[config.mk]
export PLATFORM = sky130hd
export DESIGN_NAME = rx_monitor
export DESIGN_NICKNAME = d
export VERILOG_FILES = /design/src/common/rxmon_pkg.sv /design/src/verilog/rx_monitor.sv
export SDC_FILE = /design/constraint.sdc
export NUM_CORES = 2
export LEC_CHECK = 0
export ABC_AREA = 1
export ABC_CLOCK_PERIOD_IN_PS = 41800
export BUFFER_PORTS_ARGS = -buffer_cell sky130_fd_sc_hd__clkbuf_2
export CAP_MARGIN = 20
export CORE_ASPECT_RATIO = 0.8
export CORE_MARGIN = 1.5
export CORE_UTILIZATION = 45
export CTS_CLUSTER_DIAMETER = 200
export CTS_CLUSTER_SIZE = 8
export DETAILED_ROUTE_END_ITERATION = 8
export PLACE_DENSITY = 0.6
export RECOVER_POWER = 25
export REMOVE_ABC_BUFFERS = 1
export SLEW_MARGIN = 5
export SYNTH_ARGS = -nofsm -noshare
export SYNTH_HDL_FRONTEND = slang
export SYNTH_SLANG_ARGS = --single-unit
[constraint.sdc]
create_clock -name clk_i -period 41.8 [get_ports clk_i]
set_input_delay 8.36 -clock clk_i [delete_from_list [all_inputs] [get_ports clk_i]]
set_output_delay 8.36 -clock clk_i [all_outputs]
set_load 0.05 [all_outputs]
[src/common/rxmon_pkg.sv]
`default_nettype none
package rxmon_pkg;
  // ==========================================================================
  // Clock and interval timing
  localparam int unsigned CLK_PERIOD_NS  = 20;
  localparam int unsigned SEC_NS         = 1000000000;
  localparam int unsigned ONE_SEC_CYCLES = SEC_NS / CLK_PERIOD_NS;

  // ==========================================================================
  // Register word indices
  localparam logic [5:0] REG_CTRL   = 6'h00;
  localparam logic [5:0] REG_MFS    = 6'h01;
  localparam logic [5:0] REG_STATUS = 6'h02;
  localparam logic [5:0] REG_MPLS   = 6'h03;
  localparam logic [5:0] REG_IND    = 6'h04;
  localparam logic [5:0] REG_TOTAL  = 6'h05;
  localparam logic [5:0] REG_BIN0   = 6'h08;
  localparam logic [5:0] REG_CNT0   = 6'h18;
  localparam logic [5:0] REG_KEY0   = 6'h20;

  // ==========================================================================
  // Control fields
  localparam int unsigned CTRL_HIST_BIT  = 0;
  localparam int unsigned CTRL_HRST_BIT  = 1;
  localparam int unsigned CTRL_RUN_BIT   = 2;
  localparam int unsigned CTRL_IPM_BIT   = 3;
  localparam int unsigned CTRL_SEL_LSB   = 4;
  localparam int unsigned CTRL_FSEN_BIT  = 8;
  localparam int unsigned CTRL_FSPD_LSB  = 9;

  // ==========================================================================
  // Sizes and reset values
  localparam int unsigned BIN_COUNT    = 9;
  localparam int unsigned SRCH_ENTRIES = 4;
  localparam int unsigned GRP_COUNT    = 6;
  localparam logic [13:0] MFS_RST      = 14'h2580;
  localparam logic [13:0] LEN_SAT      = 14'h3FFF;
  localparam logic [7:0]  MPLS_NONE    = 8'hFF;
  localparam logic [13:0] BIN_UP [8]   = '{14'h0040, 14'h007F, 14'h00FF, 14'h01FF,
                                           14'h03FF, 14'h05EE, 14'h05F2, 14'h05F6};

  // ==========================================================================
  // Enumerations
  typedef enum logic [1:0] {IND_OK, IND_ANOM, IND_DEFECT, IND_UNDET} ind_e;
  typedef enum logic [2:0] {SEL_OFF, SEL_SRC_MAC, SEL_DST_MAC, SEL_VLAN,
                            SEL_SRC_IP4, SEL_DST_IP4, SEL_SRC_IP6, SEL_DST_IP6} sel_e;
  typedef enum logic [1:0] {SPD_10, SPD_100, SPD_1000} speed_e;
endpackage
`default_nettype wire

[src/verilog/rx_monitor.sv]
// Decided for this implementation: register access over Avalon-MM and the address map.
`default_nettype none
module rx_monitor
  import rxmon_pkg::*;
#(
  parameter int unsigned SEC_CYCLES = ONE_SEC_CYCLES
)(
  input  wire logic         clk_i,
  input  wire logic         rstn_i,
  input  wire logic [5:0]   avs_address_i,
  input  wire logic         avs_read_i,
  input  wire logic         avs_write_i,
  input  wire logic [31:0]  avs_writedata_i,
  input  wire logic [3:0]   avs_byteenable_i,
  output logic      [31:0]  avs_readdata_o,
  output logic              avs_waitrequest_o,
  input  wire logic         rx_byte_valid_i,
  input  wire logic         rx_eof_i,
  input  wire logic [3:0]   rx_mpls_depth_i,
  input  wire logic         rx_vlan_tagged_i,
  input  wire logic [11:0]  rx_vlan_id_i,
  input  wire logic [47:0]  rx_src_mac_i,
  input  wire logic [47:0]  rx_dst_mac_i,
  input  wire logic         rx_is_ip4_i,
  input  wire logic         rx_is_ip6_i,
  input  wire logic [127:0] rx_src_ip_i,
  input  wire logic [127:0] rx_dst_ip_i,
  input  wire logic [5:0]   grp_anom_i,
  input  wire logic [5:0]   grp_defect_i,
  input  wire logic [5:0]   grp_traffic_i,
  input  wire logic         ref_present_i,
  input  wire logic         lock_acquired_i,
  input  wire logic         lock_failed_i,
  input  wire logic         sfp_signal_i,
  input  wire logic         an_done_i,
  input  wire logic [1:0]   an_speed_i,
  output logic      [1:0]   global_ind_o,
  output logic      [11:0]  grp_ind_o,
  output logic      [1:0]   ref_ind_o,
  output logic      [1:0]   lock_ind_o,
  output logic              speed_ten_gig_ind_o,
  output logic              speed_1000_ind_o,
  output logic              speed_100_ind_o,
  output logic              speed_10_ind_o,
  output logic              rx_act_ind_o
);

  // ==========================================================================
  // Functions
  function automatic logic [31:0] merge_be(input logic [31:0] old, input logic [31:0] d, input logic [3:0] be);
    logic [31:0] r;
    r = old;
    for (int b = 0; b < 4; b++)
      if (be[b])
        r[b*8 +: 8] = d[b*8 +: 8];
    return r;
  endfunction

  function automatic ind_e sev_merge(input ind_e a, input ind_e b);
    if (a == IND_DEFECT || b == IND_DEFECT)
      return IND_DEFECT;
    else if (a == IND_ANOM || b == IND_ANOM)
      return IND_ANOM;
    else if (a == IND_OK || b == IND_OK)
      return IND_OK;
    else
      return IND_UNDET;
  endfunction

  function automatic logic is_ip_sel(input sel_e s);
    return (s == SEL_SRC_IP4) || (s == SEL_DST_IP4) || (s == SEL_SRC_IP6) || (s == SEL_DST_IP6);
  endfunction

  // ==========================================================================
  // Reset release
  logic [1:0] rst_sync_r;
  logic       rst_n;

  always_ff @(posedge clk_i or negedge rstn_i)
  begin
    if (!rstn_i)
      rst_sync_r <= 2'h0;
    else
      rst_sync_r <= {rst_sync_r[0], 1'b1};
  end
  assign rst_n = rst_sync_r[1];

  // ==========================================================================
  // Bus slave: one wait state on every access
  logic        wait_r;
  logic [31:0] readdata_r;
  logic [31:0] rdata_nxt;
  logic        acc_wr;
  logic [31:0] ctrl_word;
  logic [31:0] ctrl_w;
  logic        run_cmd;

  assign acc_wr = avs_write_i && !wait_r;
  assign ctrl_w = merge_be(ctrl_word, avs_writedata_i, avs_byteenable_i);
  assign run_cmd = acc_wr && (avs_address_i == REG_CTRL) && avs_byteenable_i[0] && avs_writedata_i[CTRL_RUN_BIT];

  always_ff @(posedge clk_i or negedge rst_n)
  begin
    if (!rst_n)
    begin
      wait_r     <= 1'b1;
      readdata_r <= 32'h0;
    end
    else
    begin
      wait_r <= !((avs_read_i || avs_write_i) && wait_r);
      if (avs_read_i && wait_r)
        readdata_r <= rdata_nxt;
    end
  end
  assign avs_waitrequest_o = wait_r;
  assign avs_readdata_o    = readdata_r;

  // ==========================================================================
  // Control register
  logic        hist_en_r;
  logic        hist_rst;
  logic        ip_mode_r;
  sel_e        sel_r;
  logic        fspd_en_r;
  speed_e      fspd_r;
  logic [13:0] max_frame_size_setting_r;
  logic        test_run_r;
  logic        start;
  logic [31:0] mfs_w;

  assign ctrl_word = {21'h0, fspd_r, fspd_en_r, 1'b0, sel_r, ip_mode_r, 2'h0, hist_en_r};
  assign mfs_w     = merge_be({18'h0, max_frame_size_setting_r}, avs_writedata_i, avs_byteenable_i);
  assign hist_rst  = acc_wr && (avs_address_i == REG_CTRL) && avs_byteenable_i[0]
                     && avs_writedata_i[CTRL_HRST_BIT] && hist_en_r;
  assign start     = run_cmd && !test_run_r;

  always_ff @(posedge clk_i or negedge rst_n)
  begin
    if (!rst_n)
    begin
      hist_en_r  <= 1'b0;
      ip_mode_r  <= 1'b0;
      sel_r      <= SEL_OFF;
      fspd_en_r  <= 1'b0;
      fspd_r     <= SPD_1000;
      test_run_r <= 1'b0;
      max_frame_size_setting_r <= MFS_RST;
    end
    else
    begin
      if (run_cmd)
        test_run_r <= !test_run_r;
      if (acc_wr && avs_address_i == REG_CTRL)
      begin
        hist_en_r <= ctrl_w[CTRL_HIST_BIT];
        ip_mode_r <= ctrl_w[CTRL_IPM_BIT];
        fspd_en_r <= ctrl_w[CTRL_FSEN_BIT];
        fspd_r    <= speed_e'(ctrl_w[CTRL_FSPD_LSB +: 2]);
        // An IP key without IP mode is refused; the old key stays unless it is an IP key, which falls to SEL_OFF
        if (!is_ip_sel(sel_e'(ctrl_w[CTRL_SEL_LSB +: 3])) || ctrl_w[CTRL_IPM_BIT])
          sel_r <= sel_e'(ctrl_w[CTRL_SEL_LSB +: 3]);
        else if (!ctrl_w[CTRL_IPM_BIT] && is_ip_sel(sel_r))
          sel_r <= SEL_OFF;
      end
      if (acc_wr && avs_address_i == REG_MFS)
        max_frame_size_setting_r <= mfs_w[13:0];
    end
  end

  // ==========================================================================
  // Frame length and size bins
  logic [13:0] len_cnt_r;
  logic [13:0] frame_len;
  logic        eof;
  logic [31:0] bins_r [BIN_COUNT];
  logic [3:0]  bin_idx;
  logic        bin_ok;

  assign eof       = rx_byte_valid_i && rx_eof_i;
  assign frame_len = (len_cnt_r == LEN_SAT) ? LEN_SAT : len_cnt_r + 14'h1;

  always_ff @(posedge clk_i or negedge rst_n)
  begin
    if (!rst_n)
      len_cnt_r <= 14'h0;
    else if (eof)
      len_cnt_r <= 14'h0;
    else if (rx_byte_valid_i && len_cnt_r != LEN_SAT)
      len_cnt_r <= len_cnt_r + 14'h1;
  end

  // Frames past the last bin bound and above the size setting are oversize and land in no bin
  always_comb
  begin
    bin_idx = 4'h8;
    for (int i = 7; i >= 0; i--)
      if (frame_len <= BIN_UP[i])
        bin_idx = 4'(i);
    bin_ok = (bin_idx != 4'h8) || (frame_len <= max_frame_size_setting_r);
  end

  for (genvar g = 0; g < BIN_COUNT; g++)
  begin : g_bin
    // Label depth is deliberately not looked at here
    always_ff @(posedge clk_i or negedge rst_n)
    begin
      if (!rst_n)
        bins_r[g] <= 32'h0;
      else if (start)
        bins_r[g] <= 32'h0;
      else if (test_run_r && eof && bin_ok && bin_idx == 4'(g))
        bins_r[g] <= bins_r[g] + 32'h1;
    end
  end

  // ==========================================================================
  // Label stack depth
  logic [7:0] mpls_min_r;
  logic [7:0] mpls_max_r;

  always_ff @(posedge clk_i or negedge rst_n)
  begin
    if (!rst_n)
    begin
      mpls_min_r <= MPLS_NONE;
      mpls_max_r <= 8'h0;
    end
    else if (start)
    begin
      mpls_min_r <= MPLS_NONE;
      mpls_max_r <= 8'h0;
    end
    else if (test_run_r && eof)
    begin
      if ({4'h0, rx_mpls_depth_i} < mpls_min_r)
        mpls_min_r <= {4'h0, rx_mpls_depth_i};
      if ({4'h0, rx_mpls_depth_i} > mpls_max_r)
        mpls_max_r <= {4'h0, rx_mpls_depth_i};
    end
  end

  // ==========================================================================
  // Address search
  logic [127:0] obs_key;
  logic         obs_ok;
  logic [127:0] key_r [SRCH_ENTRIES];
  logic [31:0]  cnt_r [SRCH_ENTRIES];
  logic [SRCH_ENTRIES-1:0] vld_r;
  logic [SRCH_ENTRIES-1:0] hit;
  logic [1:0]   hit_idx;
  logic [1:0]   victim;
  logic [31:0]  total_r;

  always_comb
  begin
    obs_key = 128'h0;
    obs_ok  = 1'b0;
    case (sel_r)
      SEL_SRC_MAC: begin obs_key = {80'h0, rx_src_mac_i}; obs_ok = 1'b1; end
      SEL_DST_MAC: begin obs_key = {80'h0, rx_dst_mac_i}; obs_ok = 1'b1; end
      SEL_VLAN:    begin obs_key = {116'h0, rx_vlan_id_i}; obs_ok = rx_vlan_tagged_i; end
      SEL_SRC_IP4: begin obs_key = {96'h0, rx_src_ip_i[31:0]}; obs_ok = rx_is_ip4_i; end
      SEL_DST_IP4: begin obs_key = {96'h0, rx_dst_ip_i[31:0]}; obs_ok = rx_is_ip4_i; end
      SEL_SRC_IP6: begin obs_key = rx_src_ip_i; obs_ok = rx_is_ip6_i; end
      SEL_DST_IP6: begin obs_key = rx_dst_ip_i; obs_ok = rx_is_ip6_i; end
      default:     begin obs_key = 128'h0; obs_ok = 1'b0; end
    endcase
    obs_ok = obs_ok && test_run_r && eof && !start;
  end

  for (genvar g = 0; g < SRCH_ENTRIES; g++)
  begin : g_hit
    assign hit[g] = vld_r[g] && (key_r[g] == obs_key);
  end

  // A miss takes a free slot, else evicts the rarest key and inherits its count,
  // which keeps frequent keys in place at the cost of exact counts for newcomers
  always_comb
  begin
    hit_idx = 2'h0;
    victim  = 2'h0;
    for (int i = SRCH_ENTRIES - 1; i >= 0; i--)
      if (hit[i])
        hit_idx = 2'(i);
    for (int i = 1; i < SRCH_ENTRIES; i++)
      if (vld_r[victim] && (!vld_r[i] || cnt_r[i] < cnt_r[victim]))
        victim = 2'(i);
  end

  always_ff @(posedge clk_i or negedge rst_n)
  begin
    if (!rst_n)
    begin
      vld_r   <= '0;
      total_r <= 32'h0;
      for (int i = 0; i < SRCH_ENTRIES; i++)
      begin
        key_r[i] <= 128'h0;
        cnt_r[i] <= 32'h0;
      end
    end
    else if (start)
    begin
      vld_r   <= '0;
      total_r <= 32'h0;
      for (int i = 0; i < SRCH_ENTRIES; i++)
        cnt_r[i] <= 32'h0;
    end
    else if (obs_ok)
    begin
      total_r <= total_r + 32'h1;
      if (|hit)
        cnt_r[hit_idx] <= cnt_r[hit_idx] + 32'h1;
      else
      begin
        key_r[victim] <= obs_key;
        cnt_r[victim] <= cnt_r[victim] + 32'h1;
        vld_r[victim] <= 1'b1;
      end
    end
  end

  // ==========================================================================
  // Group and global indicators, evaluated with or without a test
  ind_e live [GRP_COUNT];
  ind_e hist_r [GRP_COUNT];
  ind_e glob;

  for (genvar g = 0; g < GRP_COUNT; g++)
  begin : g_grp
    always_comb
    begin
      if (grp_defect_i[g])
        live[g] = IND_DEFECT;
      else if (grp_anom_i[g])
        live[g] = IND_ANOM;
      else if (grp_traffic_i[g])
        live[g] = IND_OK;
      else
        live[g] = IND_UNDET;
    end

    // A new event in the reset cycle survives the reset
    always_ff @(posedge clk_i or negedge rst_n)
    begin
      if (!rst_n)
        hist_r[g] <= IND_UNDET;
      else if (!hist_en_r)
        hist_r[g] <= IND_UNDET;
      else if (live[g] == IND_ANOM || live[g] == IND_DEFECT)
        hist_r[g] <= hist_rst ? live[g] : sev_merge(hist_r[g], live[g]);
      else if (hist_rst)
        hist_r[g] <= IND_UNDET;
    end

    always_ff @(posedge clk_i or negedge rst_n)
    begin
      if (!rst_n)
        grp_ind_o[g*2 +: 2] <= IND_UNDET;
      else if (hist_en_r)
        grp_ind_o[g*2 +: 2] <= sev_merge(live[g], hist_r[g]);
      else
        grp_ind_o[g*2 +: 2] <= live[g];
    end
  end

  always_comb
  begin
    glob = IND_UNDET;
    for (int i = 0; i < GRP_COUNT; i++)
      glob = sev_merge(glob, hist_en_r ? sev_merge(live[i], hist_r[i]) : live[i]);
  end

  // ==========================================================================
  // Reference, lock, speed and activity indicators
  logic [31:0] sec_cnt_r;
  logic        sec_tick;
  logic        rx_seen_r;
  speed_e      spd;
  logic        spd_known;

  assign sec_tick  = (sec_cnt_r == SEC_CYCLES - 1);
  assign spd       = fspd_en_r ? fspd_r : speed_e'(an_speed_i);
  assign spd_known = (fspd_en_r || an_done_i) && !sfp_signal_i;

  always_ff @(posedge clk_i or negedge rst_n)
  begin
    if (!rst_n)
      sec_cnt_r <= 32'h0;
    else if (sec_tick)
      sec_cnt_r <= 32'h0;
    else
      sec_cnt_r <= sec_cnt_r + 32'h1;
  end

  always_ff @(posedge clk_i or negedge rst_n)
  begin
    if (!rst_n)
    begin
      rx_seen_r    <= 1'b0;
      rx_act_ind_o <= 1'b0;
    end
    else if (sec_tick)
    begin
      rx_act_ind_o <= rx_seen_r || eof;
      rx_seen_r    <= 1'b0;
    end
    else if (eof)
      rx_seen_r <= 1'b1;
  end

  always_ff @(posedge clk_i or negedge rst_n)
  begin
    if (!rst_n)
    begin
      global_ind_o        <= IND_UNDET;
      ref_ind_o           <= IND_DEFECT;
      lock_ind_o          <= IND_UNDET;
      speed_ten_gig_ind_o <= 1'b0;
      speed_1000_ind_o    <= 1'b0;
      speed_100_ind_o     <= 1'b0;
      speed_10_ind_o      <= 1'b0;
    end
    else
    begin
      global_ind_o <= glob;
      ref_ind_o    <= ref_present_i ? IND_OK : IND_DEFECT;
      if (!ref_present_i)
        lock_ind_o <= IND_UNDET;
      else if (lock_failed_i)
        lock_ind_o <= IND_DEFECT;
      else if (lock_acquired_i)
        lock_ind_o <= IND_OK;
      else
        lock_ind_o <= IND_ANOM;
      speed_ten_gig_ind_o <= sfp_signal_i;
      speed_1000_ind_o    <= spd_known && spd == SPD_1000;
      speed_100_ind_o     <= spd_known && spd == SPD_100;
      speed_10_ind_o      <= spd_known && spd == SPD_10;
    end
  end

  // ==========================================================================
  // Register read decode; unmapped words read as zero
  always_comb
  begin
    rdata_nxt = 32'h0;
    if (avs_address_i == REG_CTRL)
      rdata_nxt = ctrl_word;
    else if (avs_address_i == REG_MFS)
      rdata_nxt = {18'h0, max_frame_size_setting_r};
    else if (avs_address_i == REG_STATUS)
      rdata_nxt = {24'h0, rx_act_ind_o, spd_known, spd, lock_ind_o, ref_present_i, test_run_r};
    else if (avs_address_i == REG_MPLS)
      rdata_nxt = {16'h0, mpls_max_r, mpls_min_r};
    else if (avs_address_i == REG_IND)
      rdata_nxt = {14'h0, global_ind_o, ref_ind_o, lock_ind_o, grp_ind_o};
    else if (avs_address_i == REG_TOTAL)
      rdata_nxt = total_r;
    else if (avs_address_i >= REG_BIN0 && avs_address_i < REG_BIN0 + 6'(BIN_COUNT))
      rdata_nxt = bins_r[4'(avs_address_i - REG_BIN0)];
    else if (avs_address_i >= REG_CNT0 && avs_address_i < REG_CNT0 + 6'(SRCH_ENTRIES))
      rdata_nxt = cnt_r[2'(avs_address_i - REG_CNT0)];
    else if (avs_address_i >= REG_KEY0 && avs_address_i < REG_KEY0 + 6'(4 * SRCH_ENTRIES))
      rdata_nxt = key_r[avs_address_i[3:2]][avs_address_i[1:0]*32 +: 32];
  end

  // ==========================================================================
  // Checks
  a_bin_small_inc: assert property (@(posedge clk_i) disable iff (!rst_n)
    test_run_r && !start && eof && frame_len <= BIN_UP[0] |=> bins_r[0] == $past(bins_r[0]) + 32'h1)
    else $error("smallest bin did not count");
  a_mpls_min_zero: assert property (@(posedge clk_i) disable iff (!rst_n)
    test_run_r && !start && eof && rx_mpls_depth_i == 4'h0 ##1 !start [*3] |-> mpls_min_r == 8'h0)
    else $error("label minimum not forced to zero");
  a_mpls_max_hold: assert property (@(posedge clk_i) disable iff (!rst_n)
    test_run_r && !start && eof |=> mpls_max_r >= {4'h0, $past(rx_mpls_depth_i)})
    else $error("label maximum below observed depth");
  a_ip_key_mode: assert property (@(posedge clk_i) disable iff (!rst_n)
    is_ip_sel(sel_r) |-> ip_mode_r)
    else $error("IP search key without IP mode");
  a_search_total: assert property (@(posedge clk_i) disable iff (!rst_n)
    obs_ok |=> total_r == $past(total_r) + 32'h1 && (|vld_r))
    else $error("search observation not recorded");
  a_hist_latch: assert property (@(posedge clk_i) disable iff (!rst_n)
    hist_en_r && grp_defect_i[0] ##1 (hist_en_r && !hist_rst) |=> grp_ind_o[1:0] == IND_DEFECT)
    else $error("defect not latched in history mode");
  a_live_follow: assert property (@(posedge clk_i) disable iff (!rst_n)
    !hist_en_r |=> grp_ind_o[3:2] == $past(live[1]))
    else $error("live indicator does not follow event");
  a_lock_disabled: assert property (@(posedge clk_i) disable iff (!rst_n)
    !ref_present_i |=> lock_ind_o == IND_UNDET && ref_ind_o == IND_DEFECT)
    else $error("lock indicator active without reference");
  a_speed_single: assert property (@(posedge clk_i) disable iff (!rst_n)
    spd_known && spd != 2'h3 |=> $onehot({speed_1000_ind_o, speed_100_ind_o, speed_10_ind_o}))
    else $error("speed indicators not exactly one");
  a_rx_activity: assert property (@(posedge clk_i) disable iff (!rst_n)
    sec_tick && rx_seen_r |=> rx_act_ind_o ##1 (sec_cnt_r != 32'h0 || rx_act_ind_o))
    else $error("activity indicator missed a frame");

endmodule
`default_nettype wire

==> summary.md <==
| Metric | Value |
|---|---|
| Final worst-path cycle share | `between 40% and 50%` |
| Port bufs | `roughly 480` |
| Worst R2R Path Depth | `4` |
| Final setup fails | `0` |
| Post-synthesis xor/xnor area fraction | `under 10%` |
| Peak VDD IR | `46.9 uV` |
| RSZ-0062 raised after global routing | `no` |
| Outcome | `finished, violations left` |
| Average routed wire per standard cell | `31.0 microns` |
| Routed Antenna Nets | `0` |
| Area used by multi-input combinational logic | `around 39,000 sq um` |
| Max FO, Critical Path | `23` |
| Dpl hpwl | `307 mm` |
| Layout Utilization | `approximately 50%` |
| Post-CTS Resized | `0` |
| Hold_sp | `rst_sync_r[0]$_DFF_PN0_` |
| Total CTS buffers | `roughly 160` |
| Via density | `about 6.4` |
| Setup CP Type | `in2reg` |
| Tmin final | `about 17 ns` |
| H-tree levels | `4` |
| Synth top area cells | `dfrtp_1 36%, nand2_1 11%, inv_1 7.4%` |
| Synth Area in Adders | `under 10%` |
| Final WL | `between 400 and 500 mm` |
| Asr flop ratio synth | `100%` |
| Pin count of the biggest net entering global routing | `between 150 and 200` |
| Post-synthesis sequential area ratio | `a little under two fifths` |
| Commonest non-fill, non-tap cell in the layout | `nand2_1` |
| Hold path endpoint | `rst_sync_r[1]$_DFF_PN0_` |
| GRT Total Usage | `between 40% and 50%` |
| Number of synthesized flops with an enable pin | `0` |
| Num ports | `500` |
| Synth Area per Inst | `around 7 sq um` |
| Crit path top cell by count | `nor2_1` |
| Main combinational cell family by area after synthesis | `simple AND/OR/NAND/NOR gates` |
| Area leader, netlist | `dfrtp_1` |
| Pleak | `approximately 40 nW` |
| Synth-to-Final Area Change | `12.1%` |
| # fillers | `between 15,000 and 20,000` |
| R2R Path Start | `rst_sync_r[1]$_DFF_PN0_` |
| Total grt overflow | `0` |
| Reg area | `27,900 sq um` |
| First-pass GRT wire length | `557 mm` |
| Postcts setup bufs | `0` |
| Cell Rows | `about 130` |
| Hold Crit Depth | `0` |
| Initial Utilization | `between 40 and 50%` |
| Post-Synthesis Cells | `10,500` |
| Max Slew Vio Count | `635` |
| DIE HEIGHT | `~370 microns` |
| Max cap viols | `9` |
| CTS Sinks | `1,112` |
| Post-synth top flop | `dfrtp_1` |
| Nets | `around 11,000` |
| Core ar. | `around 160,000 sq um` |
| Area fraction of the dominant cell type after synthesis | `a little over a third` |
| Required @ worst endpoint | `42.54 ns` |
| Root buffer cell | `clkbuf_16` |
| Startpoint Class | `input pin` |
| Final hold vios | `0` |
| Max_slew headroom | `-437%` |
| Number of global-route vias before repair | `74,600` |
| Critical-path cell list | `clkbuf_2 > a22oi_1 > xor2_1 > nor4_2 > nand3_1 > nor4_1 > nand4_1 > nor4_2 > buf_4 > nor2_1 > nor2_2 > inv_2 > o211ai_1 > and2_2 > inv_1 > nor2_1 > nand2_1 > nor2_1 > nand2_1 > xor2_1 > a21oi_1 > a21oi_1` |
| Compound-Gate Fraction of Synth Area | `~22%` |
| Mapped Area | `between 70,000 and 80,000 sq um` |
| Simple-Gate Fraction of Synth Area | `25.3%` |
| Synth unique cells | `90` |
| Share of cells above drive strength 1 | `about a tenth` |
| R2r endpoint | `bins_r[99]$_DFFE_PN0P_` |
| Placer Congestion | `1.17` |
| Clk buf depth | `3` |
| Worst hold margin | `between 0.3 and 0.4 ns` |
| Most frequent cells in the layout | `2,220 x nand2_1, 1,467 x inv_1, 1,074 x o21ai_0, 1,072 x dfrtp_1, 850 x nor2_1` |
| Drt first pass iters | `8` |
| Die width | `458 microns` |
| Antenna violations before repair | `29` |
| Post-synthesis mux area share | `0.0286%` |
| Setup TNS | `0 ns` |
| PD cells | `43.7 nW/um^2` |
| Reg-to-reg slack, setup | `about 26 ns` |
| Hold_buf cts | `0` |
| Syn. warnings | `0` |
| Worst Skew | `0.0301 ns` |
| Worst slew pin tran | `8.05 ns` |
| Flops & latches, synth | `roughly 1,100` |
| Worst EP arrival | `around 18 ns` |
| Clk_lat worst skew | `a little over 0.8 ns` |
| Vias | `83,700` |
| Failing checks | `max-capacitance violations, max-slew violations` |
| Final routed DRC violation total | `0` |
| CTS tree | `yes` |
| Fmax achieved | `between 0.05 and 0.06 GHz` |
| Slowest cell delay on critical path | `about 1.0 ns` |
| Slowest CP cell | `nor4_1` |
| Tightest Hold Check Type | `reg2reg` |
| Setup crit end kind | `flop` |
| CTS clk-pin slew, worst paths | `0.06 ns` |
| DR iter-0 viols | `~14,000` |
| Total Die Area | `approximately 170,000 sq um` |
[logic make-up (layout without fill, tap and decap cells)]
logic type,count (synthesis),after routing
and+or+nand+nor,4317,4317
buffers and inverters,1975,2368
DFF,1112,1112
AOI/OAI and AO/OA,2689,2689
other,2,15
muxes,2,2
xor gates and xnor gates,236,236
adders and majority gates,128,128
[where the power goes]
part,switching [mW],internal [mW]
registers,0.0613,1.15
clock network,0.540,0.676
logic,0.942,0.283
total,1.54,2.11
[critical path: cells and delay by family]
family	cells	cell delay [ns]
simple gates	12	5.81
xor+xnor	2	0.83
buf+inv	4	1.06
compound gates	4	1.39
[layer usage]
layer / track usage [%] / share of wire [%]
met5: 1.91 / 0.15
met4: 16.7 / 4.4
met3: 25.4 / 18
met2: 59.1 / 37
met1: 64.6 / 41
[worst max path at each step]
stage	startpoint	end	slack, ns	cells after the start
after detailed placement	rx_dst_ip_i[104]	cnt_r[114]$_DFFE_PN0P_	24.98	22
after CTS	rx_dst_ip_i[104]	cnt_r[114]$_DFFE_PN0P_	25.77	22
final	rx_dst_ip_i[104]	cnt_r[42]$_DFFE_PN0P_	25.02	22
after global routing	rst_sync_r[1]$_DFF_PN0_	bins_r[216]$_DFFE_PN0P_	23.64	4
after global placement	rx_dst_ip_i[104]	cnt_r[114]$_DFFE_PN0P_	25.01	22
after floorplan	rst_sync_r[1]$_DFF_PN0_	avs_readdata_o[0]$_DFFE_PN0P_	8.58	0
[through the flow]
step	power, mW	worst slack [ns]	cells	cell area [sq um]
after floorplan	1.85	8.58	10000	72400
after global placement	2.35	25.01	12800	79000
after detailed placement	2.36	24.98	12800	79000
after CTS	3.57	25.77	13000	83300
after global routing	3.73	23.64	13000	83400
final	3.65	25.02	13000	83400
[cells in the mapped netlist (all sizes together), types with 20 or more instances]
cell and number:
nand2 2240, inv 1505, o21ai 1092, dfrtp 1072, nor2 889, a21oi 607
nand3 368, clkbuf 322, o22ai 312, nand4 297, nor3 260, xor2 221
a22oi 177, nor4 150, buf 128, ha 128, o211ai 69, a211oi 65
o2111ai 65, o221ai 57, a221oi 55, a22o 41, dfstp 40, nand3b 28
a31oi 27, or2 22, o31ai 21, clkinv 20
[flip-flops by register name, indices dropped and copies added, names as in the netlist, 2 cells and up]
signal,flops
bins_r,288
global_ind_o,2
max_frame_size_setting_r,14
total_r,32
mpls_max_r,4
vld_r,4
avs_readdata_o,32
mpls_min_r,5
sec_cnt_r,32
rst_sync_r,2
key_r,512
fspd_r,2
grp_ind_o,12
len_cnt_r,14
cnt_r,128
lock_ind_o,2
hist_r,12
sel_r,3
[layout make-up]
cell class | instances | share of cell area, %
clock inverter | 14 | 0.321
multi-input combinational | 7374 | 46.8
clock buffer | 183 | 4.83
inverter | 1525 | 6.88
antenna | 13 | 0.0390
sequential | 1112 | 33.4
tap | 2160 | 3.24
timing repair buffer | 646 | 4.50
(Power assumes the default switching activity.)
